**config.mk**
```make
export PLATFORM = sky130hd
export DESIGN_NAME = boot_strap_latch
export DESIGN_NICKNAME = d
export VERILOG_FILES = /design/src/hw/boot_strap_pkg.sv /design/src/hw/strap_sync.sv /design/src/hw/boot_strap_latch.sv
export SDC_FILE = /design/constraint.sdc
export NUM_CORES = 1
export LEC_CHECK = 0
export ABC_CLOCK_PERIOD_IN_PS = 1950
export BUFFER_PORTS_ARGS = -buffer_cell sky130_fd_sc_hd__clkbuf_2
export CAP_MARGIN = 20
export CORE_MARGIN = 2
export CORE_UTILIZATION = 30
export CTS_CLUSTER_SIZE = 14
export DETAILED_ROUTE_END_ITERATION = 10
export PLACE_DENSITY = 0.57
export REMOVE_ABC_BUFFERS = 1
export SLEW_MARGIN = 20
export SYNTH_ARGS = -nofsm -noshare
export SYNTH_HDL_FRONTEND = slang
export SYNTH_SLANG_ARGS = --single-unit
```
**constraint.sdc**
```tcl
create_clock -name mclk -period 1.95 [get_ports mclk]
set_input_delay 0.39 -clock mclk [delete_from_list [all_inputs] [get_ports mclk]]
set_output_delay 0.39 -clock mclk [all_outputs]
set_load 0.01 [all_outputs]
```
**src/hw/boot_strap_pkg.sv**
```systemverilog
// Constants and types shared by the boot strap latch design.
package boot_strap_pkg;
    localparam int STRAP_COUNT = 5;
    // Bit positions inside the captured strap vector.
    localparam int BIT_TEST_DATA_IN = 0;
    localparam int BIT_GENERAL_IO_ZERO = 1;
    localparam int BIT_GENERAL_IO_TWO = 2;
    localparam int BIT_TEST_DATA_OUT = 3;
    localparam int BIT_GENERAL_IO_FIVE = 4;
    // Weak pull levels applied while in reset; 1 means pull-up.
    localparam logic [4:0] PULL_UP_MASK = 5'h1A;
    localparam logic [4:0] STRAP_RESET_VALUE = 5'h1A;
    localparam int SYNC_STAGES = 2;
    typedef enum logic {LDO_3V3, LDO_1V8} ldo_sel_type;
    typedef enum logic {BOOT_DOWNLOAD, BOOT_SPI_FLASH} boot_mode_type;
    typedef enum {ST_RESET, ST_SETTLE, ST_RUN} latch_state_type;
endpackage

```
**src/hw/strap_sync.sv**
```systemverilog
// Two-flop synchroniser for one strap pin.
`timescale 1ns/1ps
module strap_sync
(
    input wire logic mclk,
    input wire logic reset,
    input wire logic pin_in,
    output logic pin_sync
);
    logic meta_reg;

    always_ff @(posedge mclk or posedge reset)
    begin
        if (reset)
        begin
            meta_reg <= 1'b0;
            pin_sync <= 1'b0;
        end
        else
        begin
            meta_reg <= pin_in;
            pin_sync <= meta_reg;
        end
    end
endmodule // strap_sync

```
**src/hw/boot_strap_latch.sv**
```systemverilog
// Boot strap latch: captures five strap pins at reset release and decodes all but general_io_two.
`timescale 1ns/1ps
module boot_strap_latch
    import boot_strap_pkg::*;
(
    input wire logic mclk,
    input wire logic reset,
    input wire logic module_enable,
    input wire logic test_data_in_pin,
    input wire logic general_io_zero,
    input wire logic general_io_two,
    input wire logic test_data_out_pin,
    input wire logic general_io_five,
    input wire logic fw_ldo_override,
    input wire logic fw_ldo_sel,
    input wire logic fw_sdio_override,
    input wire logic [1:0] fw_sdio_timing,
    output logic [boot_strap_pkg::STRAP_COUNT-1:0] strap_status,
    output logic [boot_strap_pkg::STRAP_COUNT-1:0] strap_pull_en,
    output logic [boot_strap_pkg::STRAP_COUNT-1:0] strap_pull_up,
    output logic strap_role_active,
    output logic strap_valid,
    output logic ldo_select_1v8,
    output logic boot_spi_flash,
    output logic boot_log_enable,
    output logic sdio_sample_rising,
    output logic sdio_output_rising,
    output logic running
);
    import boot_strap_pkg::*;

    logic [STRAP_COUNT-1:0] pins_raw;
    logic [STRAP_COUNT-1:0] pins_sync;
    logic [STRAP_COUNT-1:0] strap_reg;
    logic [1:0] settle_count_reg;
    logic [1:0] settle_count_next;
    latch_state_type state_reg;
    latch_state_type state_next;
    logic ldo_sel_next;
    logic [1:0] sdio_next;

    assign pins_raw = {general_io_five, test_data_out_pin, general_io_two,
                       general_io_zero, test_data_in_pin};

    // Each pin gets its own synchroniser so strap capture never sees a metastable level.
    for (genvar i = 0; i < STRAP_COUNT; i++)
    begin : g_sync
        strap_sync u_sync
        (
            .mclk(mclk),
            .reset(reset),
            .pin_in(pins_raw[i]),
            .pin_sync(pins_sync[i])
        );
    end

    // The enable acts as a reset too: dropping it returns the chip to the strap phase.
    always_comb
    begin
        state_next = state_reg;
        settle_count_next = settle_count_reg;
        unique case (state_reg)
            ST_RESET:
            begin
                settle_count_next = 2'h0;
                if (module_enable)
                begin
                    state_next = ST_SETTLE;
                end
            end
            ST_SETTLE:
            begin
                // Waiting for the synchroniser to fill with real pin levels.
                settle_count_next = settle_count_reg + 2'h1;
                if (!module_enable)
                begin
                    state_next = ST_RESET;
                end
                else if (settle_count_reg == 2'(SYNC_STAGES - 1))
                begin
                    state_next = ST_RUN;
                end
            end
            ST_RUN:
            begin
                if (!module_enable)
                begin
                    state_next = ST_RESET;
                end
            end
        endcase
    end

    always_ff @(posedge mclk or posedge reset)
    begin
        if (reset)
        begin
            state_reg <= ST_RESET;
            settle_count_reg <= 2'h0;
        end
        else
        begin
            state_reg <= state_next;
            settle_count_reg <= settle_count_next;
        end
    end

    // Capture happens once per run entry, on the edge that leaves the settle phase.
    always_ff @(posedge mclk or posedge reset)
    begin
        if (reset)
        begin
            strap_reg <= STRAP_RESET_VALUE;
            strap_valid <= 1'b0;
        end
        else if (state_reg == ST_SETTLE && state_next == ST_RUN)
        begin
            strap_reg <= pins_sync;
            strap_valid <= 1'b1;
        end
    end

    always_ff @(posedge mclk or posedge reset)
    begin
        if (reset)
        begin
            strap_status <= STRAP_RESET_VALUE;
        end
        else
        begin
            strap_status <= strap_reg;
        end
    end

    // Pulls stay on until the strap is taken, then the pins are handed back.
    always_ff @(posedge mclk or posedge reset)
    begin
        if (reset)
        begin
            strap_pull_en <= '1;
            strap_pull_up <= PULL_UP_MASK;
            strap_role_active <= 1'b1;
            running <= 1'b0;
        end
        else
        begin
            strap_pull_en <= (state_next == ST_RUN) ? '0 : '1;
            strap_pull_up <= PULL_UP_MASK;
            strap_role_active <= (state_next != ST_RUN);
            running <= (state_next == ST_RUN);
        end
    end

    // Firmware override replaces the latched regulator and SDIO timing choices; the latched bits stay readable.
    always_comb
    begin
        ldo_sel_next = fw_ldo_override ? fw_ldo_sel : strap_reg[BIT_TEST_DATA_IN];
        sdio_next = fw_sdio_override ? fw_sdio_timing :
            {strap_reg[BIT_TEST_DATA_OUT], strap_reg[BIT_GENERAL_IO_FIVE]};
    end

    always_ff @(posedge mclk or posedge reset)
    begin
        if (reset)
        begin
            // Before a capture the decodes show what the default pulls would give.
            ldo_select_1v8 <= STRAP_RESET_VALUE[BIT_TEST_DATA_IN];
            boot_spi_flash <= STRAP_RESET_VALUE[BIT_GENERAL_IO_ZERO];
            boot_log_enable <= STRAP_RESET_VALUE[BIT_TEST_DATA_OUT];
            sdio_sample_rising <= STRAP_RESET_VALUE[BIT_TEST_DATA_OUT];
            sdio_output_rising <= STRAP_RESET_VALUE[BIT_GENERAL_IO_FIVE];
        end
        else
        begin
            ldo_select_1v8 <= ldo_sel_next;
            // Pin two is a don't-care whatever pin zero is; only pin zero sets the boot mode.
            boot_spi_flash <= strap_reg[BIT_GENERAL_IO_ZERO];
            boot_log_enable <= strap_reg[BIT_TEST_DATA_OUT];
            sdio_sample_rising <= sdio_next[1];
            sdio_output_rising <= sdio_next[0];
        end
    end

    AST_CAPTURE_ON_RUN: assert property (@(posedge mclk) disable iff (reset)
        (state_reg == ST_SETTLE && state_next == ST_RUN) |=> strap_reg == $past(pins_sync))
        else $error("Strap set not captured at settle exit.");
    AST_HOLD: assert property (@(posedge mclk) disable iff (reset)
        (state_reg == ST_RUN && $past(state_reg) == ST_RUN) |-> $stable(strap_reg))
        else $error("Strap bits changed while running.");
    AST_STATUS: assert property (@(posedge mclk) disable iff (reset)
        ##1 strap_status == $past(strap_reg))
        else $error("Status does not follow latched straps.");
    AST_PULL_RELEASE: assert property (@(posedge mclk) disable iff (reset)
        running |-> strap_pull_en == '0 && !strap_role_active)
        else $error("Pulls still on after release.");
    AST_LDO: assert property (@(posedge mclk) disable iff (reset)
        !$past(fw_ldo_override) |-> ldo_select_1v8 == $past(strap_reg[BIT_TEST_DATA_IN]))
        else $error("Regulator select wrong.");
    AST_LDO_FW: assert property (@(posedge mclk) disable iff (reset)
        $past(fw_ldo_override) |-> ldo_select_1v8 == $past(fw_ldo_sel))
        else $error("Regulator override ignored.");
    AST_BOOT: assert property (@(posedge mclk) disable iff (reset)
        ##1 boot_spi_flash == $past(strap_reg[BIT_GENERAL_IO_ZERO]))
        else $error("Boot mode wrong.");
    AST_LOG: assert property (@(posedge mclk) disable iff (reset)
        ##1 boot_log_enable == $past(strap_reg[BIT_TEST_DATA_OUT]))
        else $error("Boot log enable wrong.");
    AST_SDIO: assert property (@(posedge mclk) disable iff (reset)
        !$past(fw_sdio_override) |-> {sdio_sample_rising, sdio_output_rising} ==
        {$past(strap_reg[BIT_TEST_DATA_OUT]), $past(strap_reg[BIT_GENERAL_IO_FIVE])})
        else $error("SDIO timing wrong.");
    AST_ENABLE: assert property (@(posedge mclk) disable iff (reset)
        !module_enable |=> !running)
        else $error("Running while disabled.");
endmodule // boot_strap_latch

```
==> results.json <==
{
  "post-route-period-util_pct": 95.02,
  "cap_violations": 0,
  "syn_avg_cell_area_sq_um": 14.70,
  "nFillCells": 701,
  "grt_pass1_vias": 1213,
  "clkPwrFrac_pct": 35.9,
  "instances_no_fill": 292,
  "p_sw_uw": 888.5,
  "cp_top_family": "simple AND/OR/NAND/NOR gates",
  "cts_buffers": 9,
  "cts_root_buffer": "clkbuf_8",
  "synth_cells": 156,
  "drive_gt1_share_pct": 42.49,
  "vias": 1173,
  "end_kind": "flip-flop",
  "hold_viol": 0,
  "ys.flop_type": "dfrtp_1",
  "htree_levels": 3,
  "via_per_inst": 4.017,
  "wl_per_cell_um": 10.95,
  "cp_num_buf_inv": 1,
  "timing.rr.start": "state_reg[7]$_DFF_PP0_",
  "reg2reg_to": "strap_reg[0]$_DFFE_PP0P_",
  "startpoint_type": "flip-flop",
  "largest_reg_flops": 32,
  "setup_ws_ns": 0.09709,
  "vdd_drop_max_v": 0.0007038,
  "grt_max_degree": 61,
  "synth-edff-count": 0,
  "overflow": 0,
  "port_buffers": 30,
  "final_util_pct": 37.63,
  "yosysTopAreaCell": "dfrtp_1",
  "setup_violations": 0,
  "placed_cells": 276,
  "rsz0062_at_grt": "no",
  "crit_cells": 5,
  "place_hpwl_um": 2029,
  "gp_congestion": 0.7185,
  "core_sq_um": 7331,
  "r2r_cells": 5,
  "status": "completed",
  "fin_crit_ns": 1.853,
  "area_growth_syn_to_layout_pct": 20.29,
  "postLayoutCellArea_sq_um": 2759,
  "ant_nets": 0,
  "synth.area.top_cells": "dfrtp_1 56%, dfstp_2 10%, and2_1 7.9%",
  "yosys.area.top_type_share_pct": 55.65,
  "yosysSeqAreaShare_pct": 65.96,
  "grt_pass1_wl_um": 5658,
  "fmax_ghz": 0.5397,
  "arrival_ns": 2.07,
  "cts_setup_buffers": 0,
  "dieWidth_um": 91.44,
  "die_y_um": 91.44,
  "rows": 31,
  "crit_type": "reg2reg",
  "yosys_warnings": 0,
  "grt_antenna_before_repair": 0,
  "place_area_sq_um": 2526,
  "initial_core_util_pct": 31.29,
  "r2r_slack_ns": 0.1,
  "clock_latency_ns": 0.33,
  "synth.distinct_cells": 33,
  "skew_ns": 0.005739,
  "firstDrtPassIters": 4,
  "hold_class": "in2async",
  "powerDensity_nw_per_um2": 1234,
  "cp_slowest_cell": "dfrtp_1",
  "sw_frac_of_total_pct": 26.11,
  "clock_path_buffers": 2,
  "p_seq_share_pct": 46.5,
  "synthArstFlopShare_pct": 100.0,
  "drc": 0,
  "cts.sinks": 60,
  "synth-seq-cells": 60,
  "preCtsSetupSlack_ns": 0.07136,
  "wl_um": 3197,
  "fin_nets": 202,
  "required_ns": 2.17,
  "setup_tns_ns": 0,
  "synth_area_sq_um": 2293,
  "drv_slew": 0,
  "grt_util_all_layers_pct": 8.868,
  "crit_chain": "nor4_2, nand4_4, nor4b_4, buf_4, mux2_4",
  "p_comb_share_pct": 17.5,
  "diodes": 0,
  "drt_iter0_drc": 111,
  "hold_ws_ns": 0.09239,
  "cp_max_fo": 8,
  "p_int_mw": 2.515,
  "clkTransAtPathRegs_ns": 0.07,
  "io_pins": 36,
  "die-area_sq_um": 8360,
  "cts_tree": "yes",
  "power.total_mw": 3.403,
  "p_leak_nw": 1.334,
  "max_stage_delay_ns": 0.38
}
## power groups by stage
stage,combinational (mW),sequential [mW],clock [mW]
after CTS,0.611,1.59,1.27
final,0.596,1.58,1.22
after floorplan,0.290,1.66,0
after detailed placement,0.610,1.61,0
after global routing,0.657,1.61,1.33
after global placement,0.609,1.61,0
## routing by layer
layer  track usage (%)  part of all wire (%)  wire length (um)
met5                 0                     0                 0
met1             11.25                    49              1578
met2             12.13                    43              1362
met3             4.730                   7.4               238
met4             4.545                  0.56                18
## area by class of cell
class | instances | area, sq um | area share, %
Clock buffer | 9 | 123.9 | 4.490
Inverter | 4 | 15.01 | 0.5442
Timing Repair Buffer | 34 | 205.2 | 7.438
Sequential cell | 60 | 1513 | 54.83
Multi-Input combinational cell | 79 | 678.2 | 24.58
Clock inverter | 7 | 100.1 | 3.628
Tap cell | 99 | 123.9 | 4.490
## cells in the mapped netlist, drive strengths merged (2+ instances only)
cell type,count
and2,29
buf,13
clkbuf,3
conb,2
dfrtp,51
dfstp,9
inv,4
mux2,9
nand2,4
nand4,2
nor2,4
nor2b,3
nor3,2
nor4,8
## cell usage in the layout (no fill, tap or decap), types with 2 or more instances in the layout
| cell type | count |
|---|---|
| conb_1 | 5 |
| nor4_4 | 4 |
| mux2_4 | 5 |
| clkinv_4 | 3 |
| dfrtp_1 | 51 |
| inv_1 | 3 |
| mux2_2 | 4 |
| bufinv_16 | 2 |
| clkbuf_2 | 30 |
| clkbuf_8 | 9 |
| nor3_1 | 2 |
| nor2b_1 | 3 |
| dfstp_2 | 9 |
| and2_1 | 29 |
| nor4_2 | 3 |
| nor2_1 | 4 |
| nand2_1 | 4 |
| buf_4 | 2 |
| nand4_4 | 2 |
| buf_12 | 2 |
## how the worst max path moves through the flow
stage | startpoint | end | slack, ns
4_1_cts | state_reg[7]$_DFF_PP0_ | strap_reg[0]$_DFFE_PP0P_ | 0.06
6_report | state_reg[7]$_DFF_PP0_ | strap_reg[0]$_DFFE_PP0P_ | 0.1
3_5_place_dp | state_reg[7]$_DFF_PP0_ | strap_reg[0]$_DFFE_PP0P_ | 0.07
3_3_place_gp | state_reg[23]$_DFF_PP0_ | strap_reg[0]$_DFFE_PP0P_ | 0.1
5_1_grt | state_reg[16]$_DFF_PP0_ | strap_reg[0]$_DFFE_PP0P_ | 0.0004
2_1_floorplan | state_reg[30]$_DFF_PP0_ | state_reg[10]$_DFF_PP0_ | -0.003
## timing repair
| action | in CTS | in global routing |
|---|---|---|
| hold buffers | 0 | 0 |
| setup endpoints to repair | 0 | 4 |
| gates resized for setup | 0 | 1 |
## logic make-up after synthesis
group,synth area share (%)
flip-flops,65.96
AO/OA/AOI/OAI,1.909
AND/OR/NAND/NOR,20.24
multiplexers,5.674
adder cells (fa/ha/maj),0.5455
buffers and inverters,5.346
other,0.3275
## worst reg2reg max path, cell delays in order (launching register included)
cell and delay, ns:
dfrtp_1 0.38, nor4_2 0.37, nand4_4 0.24, nor4b_4 0.25, buf_4 0.20, mux2_4 0.30
Power figures use the tool's default switching activity.
